File: config.mk
export PLATFORM = sky130hd
export DESIGN_NAME = esw_protect
export DESIGN_NICKNAME = d
export VERILOG_FILES = /design/src/common/esw_pkg.sv /design/src/core/esw_sync.sv /design/src/core/esw_wr_timer.sv /design/src/core/esw_protect.sv
export SDC_FILE = /design/constraint.sdc
export NUM_CORES = 1
export LEC_CHECK = 0
export BUFFER_PORTS_ARGS = -buffer_cell sky130_fd_sc_hd__buf_2
export CORE_MARGIN = 2
export CORE_UTILIZATION = 48
export CTS_BUF_LIST = sky130_fd_sc_hd__clkbuf_4 sky130_fd_sc_hd__clkbuf_8
export DETAILED_ROUTE_END_ITERATION = 10
export GPL_TIMING_DRIVEN = 0
export HOLD_SLACK_MARGIN = 0.12
export PLACE_DENSITY = 0.74
export SYNTH_ARGS = -nofsm -noshare
export SYNTH_HDL_FRONTEND = slang
export SYNTH_SLANG_ARGS = --single-unit
File: constraint.sdc
create_clock -name CLK_SYS -period 3.55 [get_ports CLK_SYS]
set_input_delay 0.5325 -clock CLK_SYS [delete_from_list [all_inputs] [get_ports CLK_SYS]]
set_output_delay 0.5325 -clock CLK_SYS [all_outputs]
set_load 0.02 [all_outputs]
File: src/common/esw_pkg.sv
/*
  Constants and types shared by the status and write-protect block.
  Assumes a 40 MHz system clock that oversamples the serial pins.
*/
package esw_pkg;

  // Clock and write cycle timing
  localparam int CLK_PERIOD_NS = 25;
  localparam int T_WRITE_NS = 4000000;
  localparam int WRITE_CYCLES = T_WRITE_NS / CLK_PERIOD_NS;
  localparam int TMR_W = 18;
  localparam int SYNC_W = 5;

  //////////////////////////////////////////////////////////////////////////////
  // Opcodes, compared under a mask because bit 3 is a don't care
  localparam logic [7:0] OPC_MASK = 8'hF7;
  localparam logic [7:0] OPC_SET_LATCH = 8'h06;
  localparam logic [7:0] OPC_CLR_LATCH = 8'h04;
  localparam logic [7:0] OPC_STATUS_RD = 8'h05;
  localparam logic [7:0] OPC_STATUS_WR = 8'h01;
  localparam logic [7:0] OPC_ARRAY_WR = 8'h02;

  //////////////////////////////////////////////////////////////////////////////
  // Status register layout
  localparam int ST_BUSY = 0;
  localparam int ST_LATCH = 1;
  localparam int ST_BP_LO = 2;
  localparam int ST_BP_HI = 3;
  localparam int ST_ARM = 7;
  localparam logic [7:0] ST_WRITING = 8'hFF;
  localparam logic [1:0] BP_RESET = 2'h0;
  localparam logic ARM_RESET = 1'b0;

  // Block protect levels and their lower bounds
  localparam logic [1:0] BP_NONE = 2'h0;
  localparam logic [1:0] BP_QUARTER = 2'h1;
  localparam logic [1:0] BP_HALF = 2'h2;
  localparam logic [1:0] BP_ALL = 2'h3;
  localparam logic [11:0] ADDR_QUARTER = 12'hC00;
  localparam logic [11:0] ADDR_HALF = 12'h800;

  // Synchroniser bit positions
  localparam int SY_SCK = 0;
  localparam int SY_CS = 1;
  localparam int SY_SI = 2;
  localparam int SY_HOLD = 3;
  localparam int SY_WP = 4;

  typedef enum logic [2:0] {
    PH_OPCODE,
    PH_ADDR_HI,
    PH_ADDR_LO,
    PH_DATA,
    PH_IGNORE
  } esw_phase_e;

  typedef enum logic {
    WK_STATUS,
    WK_ARRAY
  } esw_wkind_e;

endpackage : esw_pkg

File: src/core/esw_sync.sv
/*
  Two-flop synchroniser, one per pin bit.
  Assumes its inputs are asynchronous to CLK_SYS.
*/
`timescale 1ns/1ps
`default_nettype none
module esw_sync #(
  parameter int W = 1
) (
  // Clock and reset
  input wire logic clk,
  input wire logic rst_n,
  input wire logic ce,
  // Data
  input wire logic [W-1:0] d,
  output logic [W-1:0] q
);

  genvar i;
  generate
    for (i = 0; i < W; i = i + 1) begin : g_bit
      logic meta;
      always_ff @(posedge clk or negedge rst_n) begin
        if (!rst_n) begin
          meta <= 1'b1;
          q[i] <= 1'b1;
        end else if (ce) begin
          meta <= d[i];
          q[i] <= meta;
        end
      end
    end
  endgenerate

endmodule : esw_sync
`default_nettype wire

File: src/core/esw_wr_timer.sv
/*
  Self-timed internal write cycle: busy from start until the count runs out.
  Assumes start is a one-cycle pulse on CLK_SYS.
*/
`timescale 1ns/1ps
`default_nettype none
module esw_wr_timer #(
  parameter int CYCLES = esw_pkg::WRITE_CYCLES
) (
  // Clock and reset
  input wire logic clk,
  input wire logic rst_n,
  input wire logic ce,
  // Control
  input wire logic start,
  output logic busy,
  output logic done
);
  import esw_pkg::*;

  logic [TMR_W-1:0] cnt;
  wire last = (cnt == TMR_W'(1));

  always_ff @(posedge clk or negedge rst_n) begin
    if (!rst_n) begin
      cnt <= '0;
      busy <= 1'b0;
      done <= 1'b0;
    end else if (ce) begin
      done <= busy & last;
      if (start && !busy) begin
        cnt <= TMR_W'(CYCLES);
        busy <= 1'b1;
      end else if (busy) begin
        cnt <= cnt - TMR_W'(1);
        busy <= !last;
      end
    end
  end

endmodule : esw_wr_timer
`default_nettype wire

File: src/core/esw_protect.sv
/*
  Status register and write protection of a 4096-byte serial EEPROM,
  with the SPI front end needed to run its status commands.
  Assumes SPI pins arrive asynchronously and SCK is well below CLK_SYS/4;
  the array sequencer sits outside and acts on ARRAY_WR_START.
*/
// Functional notes
// - Hardware protect needs pin low and arm set
// - Hardware protect blocks block bits and arm
// - Hardware protect never restricts array writes
// - Suspend pin freezes and later resumes sequence
// - Suspend pin tied high never suspends
// - Status write needs latch and no protect
// - Bit 0 busy; busy accepts only status read
// - Bit 1 latch; zero blocks all writes
// - Latch clears at reset, set by command
// - Bits 2,3 block protect, shipped zero
// - Bits 4 to 6 read zero, not kept
// - Bit 7 arm; no clearing while pin low
// - All status bits read one while writing
// - Block protect decodes quarter, half, all
// - Protected block read-only; others need latch
// - Everything transferred most significant bit first
// - Sample input on rise, drive output on fall
// - Latch clears after disable or completed write
`timescale 1ns/1ps
`default_nettype none
module esw_protect #(
  parameter int WRITE_CYCLES = esw_pkg::WRITE_CYCLES
) (
  // System
  input wire logic CLK_SYS,
  input wire logic RESETN,
  input wire logic CE,
  // Serial pins
  input wire logic CS_N,
  input wire logic SCK,
  input wire logic SI,
  output logic SO,
  output logic SO_OE,
  // Control pins
  input wire logic WP_N,
  input wire logic HOLD_N,
  // Array write hand-off
  output logic ARRAY_WR_START,
  output logic [11:0] ARRAY_WR_ADDR,
  // State
  output logic BUSY,
  output logic HW_PROTECT,
  output logic [7:0] STATUS
);
  import esw_pkg::*;

  ////////////////////////////////////////////////////////////////////////////
  // Pin synchronisation and edge detection
  logic [SYNC_W-1:0] pin_s;
  logic sck_q;
  logic cs_q;

  esw_sync #(.W(SYNC_W)) u_sync (
    .clk(CLK_SYS),
    .rst_n(RESETN),
    .ce(CE),
    .d({WP_N, HOLD_N, SI, CS_N, SCK}),
    .q(pin_s)
  );

  wire sck_s = pin_s[SY_SCK];
  wire cs_s = pin_s[SY_CS];
  wire si_s = pin_s[SY_SI];
  wire hold_s = pin_s[SY_HOLD];
  wire wp_s = pin_s[SY_WP];

  // Clock edges are ignored while suspended; hold only moves with SCK low
  wire live = !cs_s && hold_s;
  wire sck_rise = live && sck_s && !sck_q;
  wire sck_fall = live && !sck_s && sck_q;
  wire cs_fall = !cs_s && cs_q;
  wire cs_rise = cs_s && !cs_q;

  ////////////////////////////////////////////////////////////////////////////
  // Protection state
  logic latch;
  logic [1:0] bp;
  logic arm;
  logic busy;
  logic tmr_done;
  esw_wkind_e wkind;
  logic [7:0] sr_pending;

  wire hw_prot = arm && !wp_s;
  wire [7:0] status_view = busy ? ST_WRITING :
                           {arm, 3'h0, bp, latch, 1'b0};

  ////////////////////////////////////////////////////////////////////////////
  // Serial receive
  esw_phase_e phase;
  logic [2:0] bit_cnt;
  logic [6:0] shift_in;
  logic [7:0] opcode;
  logic [11:0] addr;
  logic got_data;
  logic rd_active;

  wire [7:0] rx_byte = {shift_in, si_s};
  wire byte_end = sck_rise && (bit_cnt == 3'h7);
  wire [7:0] opc_m = rx_byte & OPC_MASK;
  wire is_rd = (opc_m == OPC_STATUS_RD);
  wire is_wr_sr = (opc_m == OPC_STATUS_WR);
  wire is_wr_arr = (opc_m == OPC_ARRAY_WR);
  wire [7:0] op_m = opcode & OPC_MASK;
  // A command whose opcode lands while busy must not fire once busy drops
  wire [7:0] opc_keep = (busy && !is_rd) ? 8'h00 : rx_byte;

  always_ff @(posedge CLK_SYS or negedge RESETN) begin
    if (!RESETN) begin
      sck_q <= 1'b0;
      cs_q <= 1'b1;
    end else if (CE) begin
      sck_q <= sck_s;
      cs_q <= cs_s;
    end
  end

  // Counters only advance on live edges, so a suspend leaves them intact
  always_ff @(posedge CLK_SYS or negedge RESETN) begin
    if (!RESETN) begin
      bit_cnt <= 3'h0;
      shift_in <= 7'h00;
    end else if (CE) begin
      if (cs_fall) begin
        bit_cnt <= 3'h0;
      end else if (sck_rise) begin
        bit_cnt <= bit_cnt + 3'h1;
        shift_in <= rx_byte[6:0];
      end
    end
  end

  // Busy device decodes only the status read; the rest falls to ignore
  always_ff @(posedge CLK_SYS or negedge RESETN) begin
    if (!RESETN) begin
      phase <= PH_OPCODE;
      opcode <= 8'h00;
      addr <= 12'h000;
      got_data <= 1'b0;
      rd_active <= 1'b0;
      sr_pending <= 8'h00;
    end else if (CE) begin
      if (cs_fall) begin
        phase <= PH_OPCODE;
        opcode <= 8'h00;
        got_data <= 1'b0;
        rd_active <= 1'b0;
      end else if (byte_end) begin
        case (phase)
          PH_OPCODE: begin
            opcode <= opc_keep;
            rd_active <= is_rd;
            if (busy && !is_rd) begin
              phase <= PH_IGNORE;
            end else if (is_wr_arr) begin
              phase <= PH_ADDR_HI;
            end else if (is_wr_sr) begin
              phase <= PH_DATA;
            end else begin
              phase <= PH_IGNORE;
            end
          end
          PH_ADDR_HI: begin
            addr[11:8] <= rx_byte[3:0];
            phase <= PH_ADDR_LO;
          end
          PH_ADDR_LO: begin
            addr[7:0] <= rx_byte;
            phase <= PH_DATA;
          end
          PH_DATA: begin
            got_data <= 1'b1;
            if (!got_data) begin
              sr_pending <= rx_byte;
            end
          end
          default: begin
            phase <= PH_IGNORE;
          end
        endcase
      end else if (cs_rise) begin
        rd_active <= 1'b0;
      end
    end
  end

  ////////////////////////////////////////////////////////////////////////////
  // Command completion on chip select rise
  wire whole = (bit_cnt == 3'h0) && !busy;
  wire do_set = cs_rise && whole && (phase == PH_IGNORE) &&
                (op_m == OPC_SET_LATCH);
  wire do_clr = cs_rise && whole && (phase == PH_IGNORE) &&
                (op_m == OPC_CLR_LATCH);
  wire in_block = (bp == BP_ALL) ||
                  ((bp == BP_HALF) && (addr >= ADDR_HALF)) ||
                  ((bp == BP_QUARTER) && (addr >= ADDR_QUARTER));
  wire start_sr = cs_rise && whole && got_data && (op_m == OPC_STATUS_WR) &&
                  latch && !hw_prot;
  wire start_arr = cs_rise && whole && got_data && (op_m == OPC_ARRAY_WR) &&
                   latch && !in_block;
  wire next_arm = (arm && !wp_s) ? 1'b1 : sr_pending[ST_ARM];
  wire sr_commit = tmr_done && (wkind == WK_STATUS) && !hw_prot;

  esw_wr_timer #(.CYCLES(WRITE_CYCLES)) u_timer (
    .clk(CLK_SYS),
    .rst_n(RESETN),
    .ce(CE),
    .start(start_sr || start_arr),
    .busy(busy),
    .done(tmr_done)
  );

  always_ff @(posedge CLK_SYS or negedge RESETN) begin
    if (!RESETN) begin
      latch <= 1'b0;
      bp <= BP_RESET;
      arm <= ARM_RESET;
      wkind <= WK_STATUS;
    end else if (CE) begin
      if (start_sr) begin
        wkind <= WK_STATUS;
      end else if (start_arr) begin
        wkind <= WK_ARRAY;
      end
      if (sr_commit) begin
        bp <= {sr_pending[ST_BP_HI], sr_pending[ST_BP_LO]};
        arm <= next_arm;
      end
      if (tmr_done || do_clr) begin
        latch <= 1'b0;
      end else if (do_set) begin
        latch <= 1'b1;
      end
    end
  end

  ////////////////////////////////////////////////////////////////////////////
  // Serial transmit of the status byte, repeated while clocked
  logic [2:0] out_cnt;
  logic [6:0] out_shift;

  always_ff @(posedge CLK_SYS or negedge RESETN) begin
    if (!RESETN) begin
      out_cnt <= 3'h0;
      out_shift <= 7'h00;
      SO <= 1'b0;
      SO_OE <= 1'b0;
    end else if (CE) begin
      SO_OE <= rd_active && live;
      if (cs_fall) begin
        out_cnt <= 3'h0;
      end else if (sck_fall && rd_active) begin
        out_cnt <= out_cnt + 3'h1;
        if (out_cnt == 3'h0) begin
          SO <= status_view[7];
          out_shift <= status_view[6:0];
        end else begin
          SO <= out_shift[6];
          out_shift <= {out_shift[5:0], 1'b0};
        end
      end
    end
  end

  ////////////////////////////////////////////////////////////////////////////
  // Registered state outputs
  always_ff @(posedge CLK_SYS or negedge RESETN) begin
    if (!RESETN) begin
      ARRAY_WR_START <= 1'b0;
      ARRAY_WR_ADDR <= 12'h000;
      BUSY <= 1'b0;
      HW_PROTECT <= 1'b0;
      STATUS <= 8'h00;
    end else if (CE) begin
      ARRAY_WR_START <= start_arr;
      if (start_arr) begin
        ARRAY_WR_ADDR <= addr;
      end
      BUSY <= busy;
      HW_PROTECT <= hw_prot;
      STATUS <= status_view;
    end
  end

endmodule : esw_protect
`default_nettype wire

# Word-level counts from Yosys, hierarchy flattened
# Cells that the tools add are included.
# op_classes
add_sub_neg	3
n_lt_le_gt_ge	2
n_eq_ne	18
n_mux	33
bitwise	4
reduce_logical	71
# ops
cell	count
2-to-1 mux 8 bit	5
2-to-1 mux 18 bit	2
logical AND 1 bit	29
2-to-1 mux 3 bit	9
>= comparator 12 bit (second input constant)	2
equality test 7 x 3 -> 1 bit (second input constant)	3
equality test 18 x 1 -> 1 bit (second input constant)	1
AND reduction 3 bit	6
subtractor 18 x 1 -> 18 bit (second input constant)	1
nonzero test 2 bit	8
2-to-1 mux 1 bit	15
equality test 7 x 1 -> 1 bit (second input constant)	2
equality test 7 x 2 -> 1 bit (second input constant)	2
AND reduction 2 bit	7
case mux 3 bit (4 select lines)	1
zero test 1 bit	10
zero test 3 bit	3
AND reduction 4 bit	2
2-to-1 mux 7 bit	1
adder 3 x 1 -> 3 bit (second input constant)	2
equality test 3 x 2 -> 1 bit (second input constant)	2
equality test 3 bit (second input constant)	2
AND reduction 5 bit	1
equality test 2 bit (second input constant)	2
8 further kinds	13
# word_totals
ff_bits	115
inputBits	8

# Logic depth before layout (Yosys ltp)
# Gate-level depths: netlist (run 1).
# logic_depth
depth_word	11
mapped_depth	7
mapped_depth_nobuf	6

# By module
# Synthesis (run 1) repeated with hierarchy kept, for this count alone.
# unflattened
hier_cells	413
area_unflattened_um2	4939.7
# by_module_without_submodules
module	n_inst	cells_per_inst	area_each_um2
esw_protect	1	282	3455.8
esw_wr_timer	1	110	1059.8
esw_sync	1	21	424.2

# Worst setup path before layout (run 1)
# Ideal clock, no wire load.
# synth_timing
path_kind	register to register
startpoint	register u_sync.q[1]
endpoint	register addr[0]
arrival_time_ns	2.024
setup_slack_ns	1.402
stages_incl_launch_ff	7
path_buffers	0
cell_sequence	dfstp_2 inv_1 ha_1 nor2b_1 nand3_2 nor4_2 mux2_2
# synth_between
elab_chain_cells	6
# synth_rtl
item	line	rtl
start: declaration	esw_sync.sv:16	output logic [W-1:0] q
start signal: indexed assignment	esw_sync.sv:29	q[i] <= meta;
zero test 1 bit *	esw_protect.sv:75, esw_protect.sv:78	
logical AND 1 bit	esw_protect.sv:75	wire live = !cs_s && hold_s;
logical AND 1 bit (2 in series)	esw_protect.sv:76	wire sck_rise = live && sck_s && !sck_q;
logical AND 1 bit	esw_protect.sv:106	wire byte_end = sck_rise && (bit_cnt == 3'h7);
AND reduction 4 bit (no source line) *	n/a	
end signal: assignment	esw_protect.sv:175	addr[7:0] <= rx_byte;
end: declaration	esw_protect.sv:101	logic [11:0] addr;
# Every way passes the cells marked *; elsewhere a longest branch is shown, timed or not.
# A chain may end at the register's enable or synchronous reset.

# Worst setup path in the final report (run 1)
# layout_timing
startpoint	register bit_cnt[0]
endpoint	register u_timer.cnt[5]
# layout_between
elab_chain_cells	11
# layout_rtl
item	line	rtl
start: declaration	esw_protect.sv:98	logic [2:0] bit_cnt;
start signal: assignment	esw_protect.sv:134	bit_cnt <= bit_cnt + 3'h1;
zero test 3 bit *	esw_protect.sv:196	wire whole = (bit_cnt == 3'h0) && !busy;
logical AND 1 bit *	esw_protect.sv:196	
logical AND 1 bit * (2 in series)	esw_protect.sv:204, esw_protect.sv:206	
logical AND 1 bit, on equally long branches (2 in series)	esw_protect.sv:204, esw_protect.sv:206	
logical AND 1 bit, on equally long branches	esw_protect.sv:205, esw_protect.sv:207	
logical OR 1 bit *	esw_protect.sv:215	.start(start_sr || start_arr),
logical AND 1 bit *	esw_wr_timer.sv:31	if (start && !busy) begin
nonzero test 2 bit (no source line)	n/a	
AND reduction 2 bit (no source line)	n/a	
end signal: assignment	esw_wr_timer.sv:32	cnt <= TMR_W'(CYCLES);
end signal: assignment	esw_wr_timer.sv:35	cnt <= cnt - TMR_W'(1);
end: declaration	esw_wr_timer.sv:21	logic [TMR_W-1:0] cnt;
# Marks and branches as above.

==> impl_metrics.ini, run 1 <==
[critical_path]
endpoint_kind = flop
crit_required_ns = 3.79
ff2ff_setup_slack_ns = 0.77
cp_max_fo = 10
timing_worst_setup_path_type = flop to flop
worstPathArrival_ns = 3.01
crit_path_start_kind = flop

[placed_design]
place_ws_ns = 0.874
io_buffers = 32
dp_hpwl_mm = 6.85
gp_congestion = 0.823

[synth]
ys.flop_type = dfrtp_1
ys_top_cells_by_area = dfrtp_1 48%, mux2_2 13%, dfstp_2 6.0%, ha_1 2.3%, nand2_1 2.2%
async_flop_share_pct = 100
yosysTopAreaCell = dfrtp_1
synth_xor_area_share_pct = 1.26
synthMuxAreaShare_pct = 13.5
synth_seq_area_share_pct = 54.4
syn_area_per_cell_sq_um = 11.6
ys_warn_count = 0
synth_edf_count = 0
syn_inst = 419
synth-simple-area-share_pct = 15.3
ys_types = 58
synth_top_area_share_pct = 48.5
ys_ff_latch = 105
synth-compound-area-share_pct = 10.2
synth_top_family_by_area = simple AND/OR/NAND/NOR gates
synthAdderAreaFrac_pct = 2.32
mappedNetlistArea_sq_um = 4850
synth_nets = 436

[timing]
clock.fmax_ghz = 0.360
setup_violations = 0
period_share_pct = 78.2
fin_setup_tns_ns = 0
period_minus_slack_ns = 2.78
hold_violations = 0
drv_slew = 0
rsz0062_at_grt = no
finalClockSkew_ns = 0.0140
finalWorstSetupSlack_ns = 0.775
max-slew-margin-rel_pct = 38.0
worst_slew_pin_slew_ns = 0.917

[global_route]
grt_max_degree = 60
grt_use_met2_pct = 31.0
grt_pass1_vias = 3372
antenna_found_initial = 0
track_usage_pct = 18.6
overflow = 0
grt_pass1_wl_mm = 16.3
grt.busiest_layer = met2
grt_util_met1_pct = 24.0
globalRouteMet3Util_pct = 4.93

[die]
start_util_pct = 49.7
ioPinCount = 33
core_area_sq_um = 9770
die_h_um = 105
die_width_um = 105
die_area_sq_um = 10900
rows = 36

[drt]
first_pass_iters = 4
wl_per_cell_um = 16.0
drc = 0
wirelength_mm = 9.62
final_antenna_net_count = 0
drtIter0Drc = 140
via_count = 3388
viasPerCell = 5.64

[clock_network]
ctsResizeCount = 0
hold_buffers = 0
numCtsBuffers = 9
cts_max_path_buffers = 2
post-cts-setup-buffers = 0
cts_tree = yes
numClockSinks = 105
root_buffer = clkbuf_8
worstSkewPairLatency_ns = 0.38
htree_num_levels = 3
clk_pin_slew_ns = 0.10

[pwr]
p_per_area_nw_per_um2 = 432
ir_drop_mv = 0.253
p_leak_nw = 2.58

[cells_and_area]
drive_gt1_share_pct = 29.3
seq_area_sq_um = 2640
multi_input_area_sq_um = 2070
areaGrowthSynthToFinish_pct = 11.3
n_antenna_cell = 0
nets = 480
num-fill-cells = 855

[worst_hold_path]
hp-class = input port to async pin

[outcome]
status = complete, no violations

[job]
maxCapViolCount = 0
per-layer routing:
layer  wire [um]  vias to the layer above  part of all wire (%)
li1            -                     1590                     -
met1        4210                     1704                    44
met2        4810                       77                    50
met3         488                       17                   5.1
met4         115                        0                   1.2
met5           0                        -                     0
power breakdown:
group          leakage, nW  switching (W)  internal, W
Combinational         1.07       0.000156     0.000118
Clock               0.0958       0.000438     0.000280
Sequential            1.41      0.0000691      0.00127
Total                 2.58       0.000664      0.00167
flip-flops by register name, indices dropped and copies added (netlist names), 5 cells and up:
signal             flops
u_sync.g_bit.meta      5
addr                  12
u_timer.cnt           18
shift_in               7
ARRAY_WR_ADDR         12
out_shift              7
u_sync.q               5
opcode                 7
STATUS                 5
through the flow:
step	cell area, sq um	std cells	util, %	hold WS, ns	total power, W
floorplan	4850	419	-	0.237	0.00153
global placement	5180	584	53.0	0.464	0.00161
detailed placement	5210	585	53.3	0.473	0.00164
CTS	5400	601	55.2	0.167	0.00236
global route	5400	601	55.2	0.191	0.00245
finish	5400	601	55.2	0.158	0.00233
critical path, stage by stage (launching register included):
cell      delay (ns)
dfrtp_1         0.40
inv_1           0.11
ha_1            0.17
nor4b_1         0.47
nand4_1         0.31
a21oi_1         0.55
clkbuf_1        0.45
o221ai_1        0.17
synthesized netlist by cell type (3+ instances only):
master     number
inv_1          12
nand4b_1        3
dfrtp_1        94
nor2b_1         7
nand3_1        12
o31ai_1         5
a21oi_1        17
nand4_1         6
nor3_1          6
a21o_1          4
nor2_1         24
buf_1           3
and3b_1         5
nor4b_1         3
or3_1           3
o21ai_0        21
o2bb2ai_1       3
dfstp_2        11
a31oi_1         5
nand2_1        29
nor3b_1         8
o22ai_1         4
clkbuf_1       13
xor2_1          6
buf_4           4
o211ai_1        3
mux2_2         58
ha_1            9
logic make-up (layout without fill, tap and decap cells):
logic type,after synthesis,in the layout
buf+inv,34,83
simple gates,129,129
fa+ha+maj,9,9
mux,58,58
flops,105,105
xor+xnor,7,7
compound gates,77,77
cell usage in the layout, fill, tap and decap left out, types with 4 or more instances in the layout:
cell / synthesis / final
dfrtp_1: 94 / 94
mux2_2: 58 / 58
buf_2: 1 / 32
nand2_1: 29 / 29
nor2_1: 24 / 24
o21ai_0: 21 / 21
a21oi_1: 17 / 17
clkbuf_1: 13 / 13
inv_1: 12 / 12
nand3_1: 12 / 12
dfstp_2: 11 / 11
ha_1: 9 / 9
clkbuf_8: 0 / 9
nor3b_1: 8 / 8
nor2b_1: 7 / 7
nor3_1: 6 / 6
xor2_1: 6 / 6
nand4_1: 6 / 6
a31oi_1: 5 / 5
and3b_1: 5 / 5
o31ai_1: 5 / 5
buf_4: 4 / 5
a21o_1: 4 / 4
o22ai_1: 4 / 4
layout make-up:
class	count	area share (%)
buffer	21	1.76
clock buffer	10	2.43
clock inverter	6	1.09
inverter	13	0.904
multi-input combinational	280	38.3
sequential	105	48.9
tap	133	3.08
timing repair buffer	33	3.52
final timing paths:
| path | to | from | cells past startpoint |
|---|---|---|---|
| setup / recovery | u_timer.cnt[5]$_DFFE_PN0P_ | bit_cnt[0]$_DFFE_PN0P_ | 7 |
| setup reg to reg | u_timer.cnt[5]$_DFFE_PN0P_ | bit_cnt[0]$_DFFE_PN0P_ | 7 |
| max in group asynchronous | u_sync.g_bit[2].meta$_DFFE_PN1P_ | RESETN | 2 |
| hold / removal | u_timer.cnt[4]$_DFFE_PN0P_ | RESETN | 1 |
| min in group CLK_SYS | u_sync.g_bit[0].meta$_DFFE_PN1P_ | SCK | 2 |
| hold reg to reg | ARRAY_WR_START$_DFFE_PN0P_ | ARRAY_WR_START$_DFFE_PN0P_ | 1 |
No activity file was read; power rests on OpenSTA's default activity.
==> run 2: changes to the inputs <==
--- a/config.mk
+++ b/config.mk
@@ -12,7 +12,7 @@
 export DETAILED_ROUTE_END_ITERATION = 10
 export GPL_TIMING_DRIVEN = 0
 export HOLD_SLACK_MARGIN = 0.12
-export PLACE_DENSITY = 0.74
+export PLACE_DENSITY = 0.76
 export SYNTH_ARGS = -nofsm -noshare
 export SYNTH_HDL_FRONTEND = slang
 export SYNTH_SLANG_ARGS = --single-unit
==> constraint.sdc (replaced) <==
create_clock -name CLK_SYS -period 2.3 [get_ports CLK_SYS]
set_input_delay 0.345 -clock CLK_SYS [delete_from_list [all_inputs] [get_ports CLK_SYS]]
set_output_delay 0.345 -clock CLK_SYS [all_outputs]
set_load 0.02 [all_outputs]
==> run 2 against run 1 <==
Net effect: non-clock buffer count rose by 2; clock-buffer cell count did not move; highest routed layer unchanged; largest cell class unchanged; setup slack got worse by 0.65 ns; largest power group unchanged.
==> impl_metrics.ini, run 2 (same netlist as run 1, synthesis figures left out) <==
[outcome]
status = complete, no violations

[placed_design]
place_ws_ns = -0.396
gp_congestion = 0.835
dp_hpwl_mm = 6.80
io_buffers = 32
dpl.cell_count = 585

[job]
maxCapViolCount = 0

[cells_and_area]
areaGrowthSynthToFinish_pct = 13.4
mostFrequentLayoutCells = 94 x dfrtp_1, 58 x mux2_2, 32 x buf_2
multi_input_area_sq_um = 2150
top_regs = u_timer.cnt (18), ARRAY_WR_ADDR (12), addr (12)
nets = 482
top_register = u_timer.cnt
n_antenna_cell = 0
instances_no_fill = 603
largest_register_ffs = 18
seq_area_sq_um = 2640
final_core_util_pct = 56.3
num-fill-cells = 834
final_common_cell = dfrtp_1
drive_gt1_share_pct = 31.5

[critical_path]
timing_worst_setup_path_type = flop to flop
crit_path_start_kind = flop
ff2ff_setup_slack_ns = 0.12
crit_required_ns = 2.57
endpoint_kind = flop
cp_max_fo = 10
r2r-end = ARRAY_WR_ADDR[7]$_DFFE_PN0P_
r2r_cells = 8
r2r-start = bit_cnt[0]$_DFFE_PN0P_
worstPathArrival_ns = 2.45

[clock_network]
htree_num_levels = 3
numClockSinks = 105
cts_tree = yes
worstSkewPairLatency_ns = 0.38
cts_max_path_buffers = 2
numCtsBuffers = 9
root_buffer = clkbuf_8
clk_pin_slew_ns = 0.10

[pwr]
p_leak_nw = 2.62
p_seq_share_pct = 57.3
clock_power_share_pct = 30.6
netSwitchingFraction_pct = 28.4
p_per_area_nw_per_um2 = 656
comb_power_share_pct = 12.1
p_sw_w = 0.00103
power_w = 0.00361
intPower_w = 0.00258
ir_drop_mv = 0.596

[drt]
drtIter0Drc = 151
wirelength_mm = 9.67
viasPerCell = 5.61
wl_per_cell_um = 16.0
first_pass_iters = 4
final_antenna_net_count = 0
via_count = 3383
drc = 0

[die]
die_width_um = 105
die_area_sq_um = 10900
start_util_pct = 49.7
ioPinCount = 33
die_h_um = 105
core_area_sq_um = 9770
rows = 36

[timing]
max-slew-margin-rel_pct = 57.5
worst_slew_pin_slew_ns = 0.637
setup_violations = 0
clock.fmax_ghz = 0.459
finalClockSkew_ns = 0.0131
drv_slew = 0
period_minus_slack_ns = 2.18
rsz0062_at_grt = yes
finalWorstSetupSlack_ns = 0.120
period_share_pct = 94.8
hold_violations = 0

[global_route]
grt_use_met2_pct = 31.5
globalRouteMet3Util_pct = 3.93
antenna_found_initial = 0
grt_util_met1_pct = 23.5
overflow = 0
grt_pass1_wl_mm = 16.2
track_usage_pct = 18.5
grt.busiest_layer = met2
grt_max_degree = 58
grt_pass1_vias = 3286

[worst_hold_path]
min_to = u_sync.g_bit[2].meta$_DFFE_PN1P_
hold_depth = 2
hold_start = SI
hp-class = input port to flop
## run 2: changes by cell type in the layout (fill, tap and decap cells not counted), sizes merged
cell         change
clkinv           +1
clkinvlp         -1
dlygate4sd3      +1
clkbuf           -2
buf              +3
## run 2: what timing repair did
action / in CTS / in global routing
pin swaps: 2 / 0
resized for setup: 9 / 8
buffers inserted: 2 / 0
setup endpoints to repair: 33 / 36
hold endpoints to repair: 48 / 0
hold buffers: 1 / 0
gates cloned: 0 / 0
## run 2: worst max path at each step
| stage | startpoint | end | slack [ns] |
|---|---|---|---|
| after floorplan | u_sync.q[1]$_DFFE_PN1P_ | addr[0]$_DFFE_PN0P_ | 0.15 |
| after global placement | bit_cnt[0]$_DFFE_PN0P_ | ARRAY_WR_ADDR[7]$_DFFE_PN0P_ | -0.31 |
| after detailed placement | bit_cnt[0]$_DFFE_PN0P_ | ARRAY_WR_ADDR[7]$_DFFE_PN0P_ | -0.40 |
| after CTS | u_sync.q[1]$_DFFE_PN1P_ | out_shift[3]$_DFFE_PN0P_ | 0.002 |
| after global routing | u_timer.busy$_DFFE_PN0P_ | u_timer.cnt[15]$_DFFE_PN0P_ | -0.02 |
| final | bit_cnt[0]$_DFFE_PN0P_ | ARRAY_WR_ADDR[7]$_DFFE_PN0P_ | 0.12 |
## run 2: power groups by stage
stage	Sequential, W	Combinational (W)	Clock, W
2_1_floorplan	0.00207	0.000290	0
3_3_place_gp	0.00209	0.000391	0
3_5_place_dp	0.00210	0.000415	0
4_1_cts	0.00207	0.000430	0.00114
5_1_grt	0.00208	0.000488	0.00122
6_report	0.00207	0.000437	0.00110
## run 2: layout make-up
class	instances	share of cell area (%)
Sequential cell	105	48.0
Inverter	13	0.887
Timing Repair Buffer	36	3.91
Buffer	20	1.73
Clock buffer	10	2.39
Multi-Input combinational cell	280	39.0
Clock inverter	6	1.09
Tap cell	133	3.02
## run 2: routing by layer
metal	wire (um)	up-vias
met5	0	-
met4	110	0
met3	372	10
met2	5020	63
met1	4170	1706
li1	-	1604
## run 2: critical path: stages, from the launching register on
cell and delay [ns]:
dfrtp_1 0.40, inv_1 0.12, ha_1 0.16, nor4b_2 0.29
nand4_1 0.13, buf_4 0.18, nor2_4 0.20, buf_4 0.24
mux2_2 0.35
## run 2: metrics by stage
stage	TNS [ns]	area [sq um]	hold slack, ns
floorplan	0	4850	0.0494
global placement	-27.07	5180	0.465
detailed placement	-9.75	5210	0.408
CTS	0	5470	0.179
global route	-0.0216	5500	0.180
finish	0	5500	0.193
==> run 3: changes to the inputs <==
--- a/config.mk
+++ b/config.mk
@@ -6,6 +6,7 @@
 export NUM_CORES = 1
 export LEC_CHECK = 0
 export BUFFER_PORTS_ARGS = -buffer_cell sky130_fd_sc_hd__buf_2
+export CORE_ASPECT_RATIO = 0.8
 export CORE_MARGIN = 2
 export CORE_UTILIZATION = 48
 export CTS_BUF_LIST = sky130_fd_sc_hd__clkbuf_4 sky130_fd_sc_hd__clkbuf_8
==> constraint.sdc (replaced) <==
create_clock -name CLK_SYS -period 2 [get_ports CLK_SYS]
set_input_delay 0.3 -clock CLK_SYS [delete_from_list [all_inputs] [get_ports CLK_SYS]]
set_output_delay 0.3 -clock CLK_SYS [all_outputs]
set_load 0.02 [all_outputs]
==> run 3 against run 2 <==
Net effect: via count rose by 3.2%; power rose by 18%; sequential cell count did not move; largest cell class unchanged.
==> impl_metrics.ini, run 3 (same netlist as run 1, synthesis figures left out) <==
[timing]
period_share_pct = 100
period_minus_slack_ns = 2.00
max-slew-margin-rel_pct = 44.3
setup_violations = 0
finalClockSkew_ns = 0.0111
clock.fmax_ghz = 0.500
drv_slew = 0
rsz0062_at_grt = yes
whs_ns = 0.160
hold_violations = 0
worst_slew_pin_slew_ns = 0.836

[placed_design]
dp_hpwl_mm = 7.08
io_buffers = 32
gp_congestion = 0.845

[clock_network]
numCtsBuffers = 9
root_buffer = clkbuf_8
clk_pin_slew_ns = 0.09
worstSkewPairLatency_ns = 0.37
numClockSinks = 105
htree_num_levels = 3
cts_tree = yes
cts_max_path_buffers = 2

[job]
maxCapViolCount = 0

[critical_path]
crit_path_start_kind = flop
crit_required_ns = 2.26
timing_worst_setup_path_type = flop to flop
cp_max_fo = 5
worstPathArrival_ns = 2.26
endpoint_kind = flop

[cells_and_area]
final_core_util_pct = 60.3
top_regs = u_timer.cnt (18), ARRAY_WR_ADDR (12), addr (12)
nets = 501
drive_gt1_share_pct = 37.8
largest_register_ffs = 18
mostFrequentLayoutCells = 93 x dfrtp_1, 42 x mux2_2, 32 x buf_2
n_antenna_cell = 0
areaGrowthSynthToFinish_pct = 20.8
top_register = u_timer.cnt
final_common_cell = dfrtp_1

[global_route]
overflow = 0
grt_max_degree = 66
grt_pass1_vias = 3482
antenna_found_initial = 0
grt_pass1_wl_mm = 17.7
track_usage_pct = 20.9

[drt]
final_antenna_net_count = 0
first_pass_iters = 4
wl_per_cell_um = 17.3
viasPerCell = 5.60
wirelength_mm = 10.8
drc = 0
drtIter0Drc = 326
via_count = 3490

[worst_hold_path]
hp-class = input port to flop

[die]
core_area_sq_um = 9730
rows = 32
die_width_um = 116
start_util_pct = 49.9
ioPinCount = 33
die_area_sq_um = 10900
die_h_um = 93.9

[pwr]
ir_drop_mv = 0.523
power_w = 0.00426
p_per_area_nw_per_um2 = 726
p_leak_nw = 2.76

[outcome]
status = complete, no violations
[run 3: changes by cell type in the layout (fill, tap and decap cells not counted), moves of 3 or more]
cell,previous run,this run
buf_4,8,23
mux2_2,58,42
inv_1,12,9
mux2_4,0,16
ha_1,9,5
buf_6,0,3
inv_2,0,3
[run 3: repair_timing]
action | in CTS | in global routing
buffers inserted | 12 | 8
resized for setup | 29 | 38
hold buffers | 1 | 0
cloned | 0 | 1
pin swaps | 7 | 10
endpoints found under the setup margin | 58 | 52
endpoints found under the hold margin | 54 | 0
[run 3: worst paths after layout]
| check | start | endpoint | slack (ns) | depth (start not counted) |
|---|---|---|---|---|
| worst max-delay path | u_sync.q[1]$_DFFE_PN1P_ | ARRAY_WR_ADDR[8]$_DFFE_PN0P_ | 0.0002 | 8 |
| worst min-delay path | CS_N | u_sync.g_bit[1].meta$_DFFE_PN1P_ | 0.16 | 2 |
| worst max register to register | u_sync.q[1]$_DFFE_PN1P_ | ARRAY_WR_ADDR[8]$_DFFE_PN0P_ | 0.0002 | 8 |
| worst min register to register | ARRAY_WR_START$_DFFE_PN0P_ | ARRAY_WR_START$_DFFE_PN0P_ | 0.49 | 1 |
| max in group asynchronous | RESETN | u_sync.q[2]$_DFFE_PN1P_ | 0.64 | 3 |
| min in group asynchronous | RESETN | ARRAY_WR_ADDR[0]$_DFFE_PN0P_ | 0.58 | 2 |
[run 3: cell type report]
type                    count  area (sq um)
plain buffers              20           119
clock buffers              11           145
clock inverters             3          42.5
fillers                   785          3860
inverters                  13          48.8
multi-input cells         280          2320
flip-flops and latches    105          2640
well taps                 136           170
repair buffers             55           379
[run 3: critical path, cell delays in order (launching register included)]
cell and delay [ns]:
dfstp_2 0.57, buf_6 0.11, ha_4 0.11, nor3b_4 0.17
nand4_1 0.12, buf_6 0.15, nor2_4 0.18, clkbuf_16 0.18
mux2_4 0.29
[run 3: report_power, final]
| part | leakage (nW) | switching, W | internal [W] |
|---|---|---|---|
| sequential | 1.41 | 0.000132 | 0.00226 |
| combinational | 1.26 | 0.000309 | 0.000252 |
| clock | 0.0947 | 0.000697 | 0.000612 |
[run 3: through the flow]
stage,area (sq um),setup TNS (ns),worst slack (ns),instances
finish,5860,0,0.000181,623
global route,5860,-0.665,-0.0690,623
CTS,5640,0,0.00382,614
detailed placement,5230,-20.40,-0.661,588
global placement,5200,-60.56,-0.617,587
floorplan,4870,-0.0444,-0.0111,419
[run 3: layer usage]
layer / global-route usage (%) / part of all wire [%] / vias to the layer above
li1: - / - / 1646
met1: 29.2 / 46 / 1764
met2: 32.4 / 49 / 68
met3: 5.42 / 3.7 / 12
met4: 5.95 / 1.2 / 0
met5: 0 / 0 / -
